==> src/shared/io_pin_reset_pkg.sv <==
`default_nettype none
package io_pin_reset_pkg;
   // line counts of the two ports
   localparam int NUM_A = 23;
   localparam int NUM_B = 13;
   localparam int DATA_W = 32;
   localparam int ADDR_W = 5;
   localparam int SYNC_STAGES = 2;

   // register byte addresses
   localparam logic [ADDR_W-1:0] OFS_PULL_A = 5'h00;
   localparam logic [ADDR_W-1:0] OFS_PULL_B = 5'h04;
   localparam logic [ADDR_W-1:0] OFS_GPIO_A = 5'h08;
   localparam logic [ADDR_W-1:0] OFS_GPIO_B = 5'h0C;
   localparam logic [ADDR_W-1:0] OFS_FUNC_RC = 5'h10;
   localparam logic [ADDR_W-1:0] OFS_PWR_CTRL = 5'h14;
   localparam logic [ADDR_W-1:0] OFS_STATUS = 5'h18;

   // line positions on port A, port B
   localparam int TCK_LINE = 0;
   localparam int TMS_LINE = 1;
   localparam int TDI_LINE = 2;
   localparam int TDO_LINE = 3;
   localparam int RC_LINE = 20;
   localparam int TWI_A0 = 5;
   localparam int TWI_A1 = 7;
   localparam int TWI_A2 = 17;
   localparam int TWI_A3 = 21;
   localparam int TWI_B0 = 4;
   localparam int TWI_B1 = 5;

   // peripheral function codes, A = 0 up to F
   localparam int FUNC_W = 3;
   localparam logic [FUNC_W-1:0] FUNC_F = 3'h5;

   // field positions
   localparam int KEEP_BIT = 0;
   localparam int STAT_JTAG = 0;
   localparam int STAT_RC = 1;

   // masks and reset values
   localparam logic [DATA_W-1:0] ONE = 32'h0000_0001;
   localparam logic [DATA_W-1:0] TCK_MASK = ONE << TCK_LINE;
   localparam logic [DATA_W-1:0] TDO_MASK = ONE << TDO_LINE;
   localparam logic [DATA_W-1:0] JTAG_PULL_MASK = TCK_MASK | (ONE << TMS_LINE) | (ONE << TDI_LINE);
   localparam logic [DATA_W-1:0] JTAG_MASK = JTAG_PULL_MASK | TDO_MASK;
   localparam logic [DATA_W-1:0] RC_MASK = ONE << RC_LINE;
   localparam logic [DATA_W-1:0] TWI_A_MASK =
      (ONE << TWI_A0) | (ONE << TWI_A1) | (ONE << TWI_A2) | (ONE << TWI_A3);
   localparam logic [DATA_W-1:0] TWI_B_MASK = (ONE << TWI_B0) | (ONE << TWI_B1);
   localparam logic [DATA_W-1:0] PULL_A_RST = TCK_MASK;
   localparam logic [DATA_W-1:0] PULL_B_RST = 32'h0000_0000;
   localparam logic [DATA_W-1:0] GPIO_A_RST = ~(TWI_A_MASK | RC_MASK);
   localparam logic [DATA_W-1:0] GPIO_B_RST = ~TWI_B_MASK;
endpackage
`default_nettype wire

==> src/hw/io_pin_reset_defaults.sv <==
// The register addresses and the address-and-strobe port were chosen for this implementation.
`timescale 1ns/100ps
`default_nettype none
module io_pin_reset_defaults #(
   parameter int LINES_A = io_pin_reset_pkg::NUM_A,
   parameter int LINES_B = io_pin_reset_pkg::NUM_B
) (
   // clock and resets
   input wire logic core_clk,
   input wire logic reset_n,
   input wire logic powerUp_n,
   // register port
   input wire logic [io_pin_reset_pkg::ADDR_W-1:0] regAddr,
   input wire logic [io_pin_reset_pkg::DATA_W-1:0] regWrData,
   input wire logic regWrite,
   input wire logic regRead,
   output logic [io_pin_reset_pkg::DATA_W-1:0] regRdData,
   // pins sampled from outside
   input wire logic tckPin,
   input wire logic rcOscClk,
   // line control
   output logic [LINES_A-1:0] pullUpA,
   output logic [LINES_B-1:0] pullUpB,
   output logic [LINES_A-1:0] gpioOwnA,
   output logic [LINES_B-1:0] gpioOwnB,
   output logic [io_pin_reset_pkg::FUNC_W-1:0] rcLineFunc,
   // jtag port
   output logic jtagOwn,
   output logic tdoOutEnable,
   // rc clock on line twenty
   output logic rcClkOut,
   output logic rcClkOutEnable
);
   import io_pin_reset_pkg::*;

   // refused at elaboration: the register map holds at most one word per port
   if (LINES_A > DATA_W || LINES_B > DATA_W || LINES_A <= RC_LINE || LINES_B <= TWI_B1) begin
      $error("io_pin_reset_defaults: line counts out of range");
   end

   // software registers
   logic [LINES_A-1:0] pullA_r, pullA_nxt;
   logic [LINES_B-1:0] pullB_r, pullB_nxt;
   logic [LINES_A-1:0] gpioEnA_r, gpioEnA_nxt;
   logic [LINES_B-1:0] gpioEnB_r, gpioEnB_nxt;
   logic [FUNC_W-1:0] funcRc_r, funcRc_nxt;
   logic keep_r, keep_nxt;
   logic [DATA_W-1:0] regRdData_r, regRdData_nxt;
   // jtag sampling
   logic [SYNC_STAGES-1:0] tckSync_r;
   logic [1:0] settle_r, settle_nxt;
   logic captured_r, captured_nxt;
   logic jtagEn_r, jtagEn_nxt;
   // line outputs
   logic [LINES_A-1:0] pullUpA_r, pullUpA_nxt;
   logic [LINES_B-1:0] pullUpB_r, pullUpB_nxt;
   logic [LINES_A-1:0] gpioOwnA_r, gpioOwnA_nxt;
   logic [LINES_B-1:0] gpioOwnB_r, gpioOwnB_nxt;
   logic jtagOwn_r, jtagOwn_nxt;
   // rc clock path, kept in the power-up domain
   logic [SYNC_STAGES-1:0] rcSync_r;
   logic rcAlive_r, rcAlive_nxt;
   logic rcClkOut_r, rcClkOut_nxt;
   logic rcKill;

   function automatic logic hit(input logic [ADDR_W-1:0] a, input logic [ADDR_W-1:0] ofs);
      hit = (a == ofs);
   endfunction

   // register file
   always_comb begin
      pullA_nxt = pullA_r;
      pullB_nxt = pullB_r;
      gpioEnA_nxt = gpioEnA_r;
      gpioEnB_nxt = gpioEnB_r;
      funcRc_nxt = funcRc_r;
      keep_nxt = keep_r;
      if (regWrite) begin
         if (hit(regAddr, OFS_PULL_A)) begin
            pullA_nxt = regWrData[LINES_A-1:0];
         end
         if (hit(regAddr, OFS_PULL_B)) begin
            pullB_nxt = regWrData[LINES_B-1:0];
         end
         if (hit(regAddr, OFS_GPIO_A)) begin
            gpioEnA_nxt = regWrData[LINES_A-1:0];
         end
         if (hit(regAddr, OFS_GPIO_B)) begin
            gpioEnB_nxt = regWrData[LINES_B-1:0];
         end
         if (hit(regAddr, OFS_FUNC_RC)) begin
            funcRc_nxt = regWrData[FUNC_W-1:0];
         end
         if (hit(regAddr, OFS_PWR_CTRL)) begin
            keep_nxt = regWrData[KEEP_BIT];
         end
      end
      regRdData_nxt = '0;
      if (regRead) begin
         if (hit(regAddr, OFS_PULL_A)) begin
            regRdData_nxt[LINES_A-1:0] = pullA_r;
         end
         if (hit(regAddr, OFS_PULL_B)) begin
            regRdData_nxt[LINES_B-1:0] = pullB_r;
         end
         if (hit(regAddr, OFS_GPIO_A)) begin
            regRdData_nxt[LINES_A-1:0] = gpioEnA_r;
         end
         if (hit(regAddr, OFS_GPIO_B)) begin
            regRdData_nxt[LINES_B-1:0] = gpioEnB_r;
         end
         if (hit(regAddr, OFS_FUNC_RC)) begin
            regRdData_nxt[FUNC_W-1:0] = funcRc_r;
         end
         if (hit(regAddr, OFS_PWR_CTRL)) begin
            regRdData_nxt[KEEP_BIT] = keep_r;
         end
         if (hit(regAddr, OFS_STATUS)) begin
            regRdData_nxt[STAT_JTAG] = jtagEn_r;
            regRdData_nxt[STAT_RC] = rcAlive_r;
         end
      end
   end

   always_ff @(posedge core_clk or negedge reset_n) begin
      if (!reset_n) begin
         pullA_r <= PULL_A_RST[LINES_A-1:0];
         pullB_r <= PULL_B_RST[LINES_B-1:0];
         gpioEnA_r <= GPIO_A_RST[LINES_A-1:0];
         gpioEnB_r <= GPIO_B_RST[LINES_B-1:0];
         funcRc_r <= FUNC_F;
         keep_r <= 1'b1;
         regRdData_r <= '0;
      end else begin
         pullA_r <= pullA_nxt;
         pullB_r <= pullB_nxt;
         gpioEnA_r <= gpioEnA_nxt;
         gpioEnB_r <= gpioEnB_nxt;
         funcRc_r <= funcRc_nxt;
         keep_r <= keep_nxt;
         regRdData_r <= regRdData_nxt;
      end
   end

   // jtag decision: the pin is synchronised, so the capture waits until the
   // chain holds a sample taken after release rather than its reset value
   always_comb begin
      settle_nxt = settle_r;
      captured_nxt = captured_r;
      jtagEn_nxt = jtagEn_r;
      if (!captured_r) begin
         if (settle_r == 2'(SYNC_STAGES)) begin
            captured_nxt = 1'b1;
            jtagEn_nxt = ~tckSync_r[SYNC_STAGES-1];
         end else begin
            settle_nxt = settle_r + 2'h1;
         end
      end
   end

   always_ff @(posedge core_clk or negedge reset_n) begin
      if (!reset_n) begin
         tckSync_r <= '1;
         settle_r <= 2'h0;
         captured_r <= 1'b0;
         jtagEn_r <= 1'b0;
      end else begin
         tckSync_r <= {tckSync_r[SYNC_STAGES-2:0], tckPin};
         settle_r <= settle_nxt;
         captured_r <= captured_nxt;
         jtagEn_r <= jtagEn_nxt;
      end
   end

   // line outputs
   always_comb begin
      pullUpA_nxt = pullA_r;
      gpioOwnA_nxt = gpioEnA_r;
      if (!captured_r) begin
         pullUpA_nxt = pullA_r | TCK_MASK[LINES_A-1:0];
      end
      if (jtagEn_r) begin
         pullUpA_nxt = (pullA_r | JTAG_PULL_MASK[LINES_A-1:0]) & ~TDO_MASK[LINES_A-1:0];
         gpioOwnA_nxt = gpioEnA_r & ~JTAG_MASK[LINES_A-1:0];
      end
      pullUpB_nxt = pullB_r;
      gpioOwnB_nxt = gpioEnB_r;
      jtagOwn_nxt = jtagEn_r;
   end

   always_ff @(posedge core_clk or negedge reset_n) begin
      if (!reset_n) begin
         pullUpA_r <= PULL_A_RST[LINES_A-1:0];
         pullUpB_r <= PULL_B_RST[LINES_B-1:0];
         gpioOwnA_r <= GPIO_A_RST[LINES_A-1:0];
         gpioOwnB_r <= GPIO_B_RST[LINES_B-1:0];
         jtagOwn_r <= 1'b0;
      end else begin
         pullUpA_r <= pullUpA_nxt;
         pullUpB_r <= pullUpB_nxt;
         gpioOwnA_r <= gpioOwnA_nxt;
         gpioOwnB_r <= gpioOwnB_nxt;
         jtagOwn_r <= jtagOwn_nxt;
      end
   end

   // rc clock: only a power cycle resets this group, so system reset never
   // interrupts the clock nor revives a stopped one
   always_comb begin
      rcKill = gpioEnA_r[RC_LINE] | (funcRc_r != FUNC_F) | ~keep_r;
      rcAlive_nxt = rcAlive_r & ~rcKill;
      rcClkOut_nxt = rcAlive_nxt & rcSync_r[SYNC_STAGES-1];
   end

   always_ff @(posedge core_clk or negedge powerUp_n) begin
      if (!powerUp_n) begin
         rcSync_r <= '0;
         rcAlive_r <= 1'b1;
         rcClkOut_r <= 1'b0;
      end else begin
         rcSync_r <= {rcSync_r[SYNC_STAGES-2:0], rcOscClk};
         rcAlive_r <= rcAlive_nxt;
         rcClkOut_r <= rcClkOut_nxt;
      end
   end

   assign regRdData = regRdData_r;
   assign pullUpA = pullUpA_r;
   assign pullUpB = pullUpB_r;
   assign gpioOwnA = gpioOwnA_r;
   assign gpioOwnB = gpioOwnB_r;
   assign rcLineFunc = funcRc_r;
   assign jtagOwn = jtagOwn_r;
   assign tdoOutEnable = jtagOwn_r;
   assign rcClkOut = rcClkOut_r;
   assign rcClkOutEnable = rcAlive_r;
endmodule
`default_nettype wire

==> config.mk <==
export PLATFORM = sky130hd
export DESIGN_NAME = io_pin_reset_defaults
export DESIGN_NICKNAME = d
export VERILOG_FILES = /design/src/shared/io_pin_reset_pkg.sv /design/src/hw/io_pin_reset_defaults.sv
export SDC_FILE = /design/constraint.sdc
export NUM_CORES = 1
export LEC_CHECK = 0
export ABC_CLOCK_PERIOD_IN_PS = 1100
export BUFFER_PORTS_ARGS = -buffer_cell sky130_fd_sc_hd__buf_2
export CORE_MARGIN = 1.5
export CORE_UTILIZATION = 50
export CTS_BUF_LIST = sky130_fd_sc_hd__clkbuf_8
export DETAILED_ROUTE_END_ITERATION = 12
export GPL_TIMING_DRIVEN = 1
export PLACE_DENSITY = 0.78
export SKIP_CTS_REPAIR_TIMING = 1
export SYNTH_ARGS = -nofsm -noshare
export SYNTH_HDL_FRONTEND = slang
export SYNTH_SLANG_ARGS = --single-unit
==> constraint.sdc <==
create_clock -name core_clk -period 1.1 [get_ports core_clk]
set_input_delay 0.165 -clock core_clk [delete_from_list [all_inputs] [get_ports core_clk]]
set_output_delay 0.165 -clock core_clk [all_outputs]
set_load 0.02 [all_outputs]
==> results.cfg, run 1 <==
[floorplanning]
chipWidth_um = 120
fp-row-count = 42
initial_utilization = 0.513
fp.dieH_um = 120
core_area_um2 = 13300
die_area_um2 = 14400
num_io_pins = 155

[power_and_ir_drop]
power_w = 0.0174
power_frac_clock = 0.276
leakage_nw = 4.59
p_sw_w = 0.00464
p_sw_frac = 0.266
p_comb_frac = 0.214
p_per_area_nw_per_um2 = 1820
pwr-share-seq = 0.509
ir_drop_v = 0.000867
power.internal_w = 0.0128

[timing]
skew_ps = 15.8
final_max_slew_viol_count = 0
setup_viol = 171
layout_setup_ws_ps = -269
max_freq_ghz = 0.731
hold_violations = 0
setup_tns_ps = -12620
timing.final.crit_share = 1.24
hold_ws_ps = 18.8
rsz0062_at_grt = true
fin_crit_ps = 1370

[worst_setup_path]
critPathBufInv = 2
ff2ff_setup_slack_ps = -200
crit_family = flip-flops
critPathMaxFanout = 3
setup.worst_path.start_class = flip-flop
crit_top_cell = buf_6
crit_start = rcLineFunc[0]
critical_path_class = flip-flop to output pin
crit_required_ps = 940
crit_chain = buf_6 -> buf_6
worstPathArrival_ps = 1200
critPathCaptureType = output pin
r2r_start = keep_r
rr_endpoint = rcClkOut
crit_path_top_delay_cell = dfstp_2
slowest_delay_ps = 550
reg2reg_depth = 3

[detailed_routing]
num_vias = 4130
drc = 0
wl_met1_mm = 6.60
dr_wl_met3_um = 621
drt_pass1_iterations = 4
wl_per_cell_um = 19.8
via_per_inst = 5.11
top_layer = met4
route.final.wire_length_mm = 16.0
drt_iter0_drc = 316
wl_met2_mm = 8.31
antenna_left = 0

[clock_tree]
cts.sinks = 182
clockBufferDepth = 2
clockRootBuffer = clkbuf_8
htree_num_levels = 4
cts_buffers = 17
cts_tree = built
insertion_delay_ps = 460
clk_pin_slew_worst_paths_ps = 90

[grt]
grt_max_degree = 45
grt_use_total = 0.213
grt_pass1_vias = 4200
overflow = 0
antenna_found_initial = 0
grt_first_pass_wirelength_mm = 22.8

[logic_synthesis]
yosysWarnings = 0
ys_seq_area_frac = 0.680
synth_flop_cell = dfrtp_1
synth_area_um2 = 6820
syn_inst = 417
synthArstFlopShare = 1.00
yosysUniqueCellTypes = 42
avgSynthCellArea_um2 = 16.4
synth_edf_count = 0
ys_ff_latch = 182

[status]
status = finished with violations
failed_checks = negative setup slack

[cells_and_area]
fin_util = 0.722
drive_gt1_frac = 0.599
nets = 666
area_delta_synth_final_pct = 40.7
antenna_cells = 0

[place]
io_buffers = 136
dp_hpwl_mm = 9.96
gp_routability_congestion = 0.819

[run]
cap_violations = 0

[worst_hold_path]
hold_path_class = primary input to async pin
-- routing by layer --
metal,global-route usage,vias to the layer above
met5,0,-
met4,0.0975,0
met3,0.0475,36
met2,0.338,131
met1,0.283,2123
li1,-,1840
-- power groups by stage --
stage               Sequential (W)  Combinational [W]  Clock (W)
floorplan                  0.00932            0.00116          0
global placement           0.00876            0.00287          0
detailed placement         0.00881            0.00294          0
CTS                        0.00871            0.00296    0.00488
global route               0.00900            0.00394    0.00516
finish                     0.00888            0.00373    0.00482
-- metrics by stage --
| stage | area (um^2) | cells | setup WS [ps] |
|---|---|---|---|
| after global routing | 9600 | 809 | -326 |
| final | 9600 | 809 | -269 |
| after detailed placement | 8150 | 749 | -587 |
| after global placement | 8150 | 749 | -584 |
| after CTS | 8570 | 780 | -353 |
| after floorplan | 7030 | 425 | -484 |
-- registers in the layout (all words and copies together) (netlist names) --
signal and cells:
pullUpB 13, settle_r 2, rcClkOutEnable 1, captured_r 1, gpioEnB_r 13, rcLineFunc 3, gpioOwnB 13, pullUpA 23
tckSync_r 2, regRdData 23, gpioEnA_r 23, gpioOwnA 23, jtagEn_r 1, pullA_r 23, jtagOwn 1, rcClkOut 1
rcSync_r 2, keep_r 1, pullB_r 13
-- logic make-up (layout without fill, tap and decap cells) --
family,count (synthesis),count (layout),synth area share
adders and majority gates,1,1,0.00183
AOI/OAI and AO/OA,32,32,0.0323
DFF,182,182,0.680
xor gates and xnor gates,1,1,0.00128
buffers and inverters,33,241,0.0297
muxes,99,99,0.183
other,1,9,0.000550
and+or+nand+nor,68,68,0.0715
-- worst max path at each step --
stage / endpoint / slack (ps) / depth (start not counted)
final: rcLineFunc[0] / -270 / 2
after detailed placement: gpioEnB_r[1] / -590 / 5
after floorplan: gpioEnA_r[17] / -480 / 5
after global routing: rcLineFunc[0] / -330 / 2
after CTS: rcLineFunc[0] / -350 / 2
after global placement: gpioEnB_r[1] / -580 / 5
-- layout by cell type (no fill, tap or decap), types with 9 or more instances in the layout --
master	instances
dlygate4sd3_1	22
mux2_2	10
dfrtp_1	115
nor3b_1	16
buf_6	113
o21a_1	12
clkbuf_8	19
mux2_4	66
mux2i_1	22
buf_4	26
dfstp_2	66
o22ai_1	9
buf_12	11
conb_1	9
buf_2	32
and2_1	10
-- synth_stat cells, drive strengths merged (4+ instances only) --
cell	n	area, um^2
and2	10	62.6
buf	20	154
clkbuf	10	37.5
dfrtp	116	2900
dfstp	66	1730
mux2	76	1010
mux2i	22	220
nor2	4	20.0
nor2b	7	43.8
nor3b	23	173
o21a	12	90.1
o22ai	9	56.3
-- area by class of cell --
| class | instances | area [um^2] |
|---|---|---|
| Sequential cell | 182 | 4640 |
| Fill cell | 827 | 3700 |
| Multi-Input combinational cell | 210 | 2180 |
| Timing Repair Buffer | 207 | 2120 |
| Clock buffer | 19 | 262 |
| Tap cell | 176 | 220 |
| Clock inverter | 12 | 165 |
| Inverter | 3 | 11.3 |
Power figures use the tool's default switching activity.
==> run 2, diff against run 1 <==
--- a/config.mk
+++ b/config.mk
@@ -6,8 +6,8 @@
 export NUM_CORES = 1
 export LEC_CHECK = 0
 export ABC_CLOCK_PERIOD_IN_PS = 1100
-export BUFFER_PORTS_ARGS = -buffer_cell sky130_fd_sc_hd__buf_2
-export CORE_MARGIN = 1.5
+export BUFFER_PORTS_ARGS = -buffer_cell sky130_fd_sc_hd__buf_4
+export CORE_MARGIN = 2
 export CORE_UTILIZATION = 50
 export CTS_BUF_LIST = sky130_fd_sc_hd__clkbuf_8
 export DETAILED_ROUTE_END_ITERATION = 12
==> results.cfg, run 2 (synthesized netlist as in run 1, its figures left out) <==
[status]
status = finished with violations
failed_checks = negative setup slack

[grt]
grt_use_total = 0.212
overflow = 0
grt_pass1_vias = 4239
grt_max_degree = 42
grt_first_pass_wirelength_mm = 22.9
antenna_found_initial = 0

[detailed_routing]
wl_per_cell_um = 19.4
antenna_left = 0
drc = 0
route.final.wire_length_mm = 15.9
drt_pass1_iterations = 4
num_vias = 4218
via_per_inst = 5.15
drt_iter0_drc = 281

[timing]
setup_viol = 174
timing.final.crit_share = 1.25
max_freq_ghz = 0.727
layout_setup_ws_ps = -275
final_max_slew_viol_count = 0
rsz0062_at_grt = true
skew_ps = 12.9
hold_violations = 0
fin_crit_ps = 1370

[place]
placed_area_um2 = 8460
dp_hpwl_mm = 10.1
io_buffers = 136
gp_routability_congestion = 0.878

[floorplanning]
num_io_pins = 155
fp-row-count = 42
core_area_um2 = 13300
chipWidth_um = 121
fp.dieH_um = 121
die_area_um2 = 14600
initial_utilization = 0.513

[cells_and_area]
area_delta_synth_final_pct = 42.8
final_cell_mix = buf_6, dfrtp_1, mux2_4, dfstp_2, buf_4
final_common_cell = buf_6
antenna_cells = 0
multiInputGateArea_um2 = 2160
nets = 675
fill_cells = 833
drive_gt1_frac = 0.594
fin_util = 0.732
fin_area_um2 = 9740
ff_latch_area_um2 = 4640

[clock_tree]
cts.sinks = 182
clockBufferDepth = 2
clk_pin_slew_worst_paths_ps = 90
cts_buffers = 17
clockRootBuffer = clkbuf_8
insertion_delay_ps = 470
htree_num_levels = 4
cts_tree = built

[worst_hold_path]
hold_path_class = primary input to flip-flop

[worst_setup_path]
setup.worst_path.start_class = flip-flop
crit_top_cell = buf_6
critical_path_class = flip-flop to output pin
crit_path_top_delay_cell = dfstp_2
critPathBufInv = 2
critPathMaxFanout = 3
crit_family = flip-flops
critPathCaptureType = output pin
crit_required_ps = 940
worstPathArrival_ps = 1210
crit_chain = buf_6 -> buf_6
slowest_delay_ps = 540

[power_and_ir_drop]
leakage_nw = 4.64
p_per_area_nw_per_um2 = 1810
ir_drop_v = 0.000838

[run]
cap_violations = 0
==> run 2: changes by cell type in the layout (fill, tap and decap cells not counted), sizes merged <==
cell | before | now
inv | 7 | 4
buf | 184 | 186
clkinv | 3 | 6
dlygate4sd3 | 22 | 29
bufinv | 4 | 5
clkinvlp | 1 | 2
clkbuf | 20 | 19
==> run 2: worst paths after layout <==
| path | depth (start not counted) | endpoint | start | slack, ps |
|---|---|---|---|---|
| min in group asynchronous | 2 | pullUpA[1] | reset_n | 130 |
| hold reg to reg | 0 | tckSync_r[1] | tckSync_r[0] | 370 |
| hold / removal | 4 | regRdData[0] | regAddr[4] | 120 |
| max in group asynchronous | 3 | gpioOwnA[18] | reset_n | 350 |
| setup reg to reg | 3 | rcClkOut | keep_r | -250 |
| setup / recovery | 2 | rcLineFunc[0] | rcLineFunc[0] | -270 |
==> run 2: per-stage QoR <==
step	worst slack (ps)	total power (W)	TNS, ps	std cells	hold slack (ps)
after detailed placement	-617	0.0121	-49190	750	-37.8
after CTS	-339	0.0171	-16350	782	-559
after global placement	-611	0.0120	-47590	750	-41.4
after floorplan	-484	0.0105	-32790	425	-131
after global routing	-326	0.0183	-17860	819	81.1
final	-275	0.0176	-13280	819	121
==> run 2: cell type report <==
cell class | count | share of cell area
multi-input cells | 210 | 0.222
inverters | 3 | 0.00116
well taps | 176 | 0.0226
clock inverters | 14 | 0.0209
flip-flops and latches | 182 | 0.476
repair buffers | 216 | 0.232
clock buffers | 18 | 0.0254
==> run 2: worst register-to-register path, stage by stage, from the launching register on <==
cell	delay, ps
dfstp_2	550
nor4bb_1	380
and3_1	230
and2_1	130
==> run 2: power by group <==
group / internal [W] / leakage, nW / switching, W
clock network: 0.00274 / 0.228 / 0.00228
registers: 0.00807 / 2.18 / 0.000765
logic: 0.00218 / 2.23 / 0.00157
==> run 2: metal layers <==
metal  routed length, um  part of all wire  up-vias  track usage
met5                   0                 0        -            0
met4                 326             0.021        0       0.0879
met1                6700              0.42     2191        0.275
li1                    -                 -     1865            -
met3                 728             0.046       26       0.0637
met2                8140              0.51      136        0.333
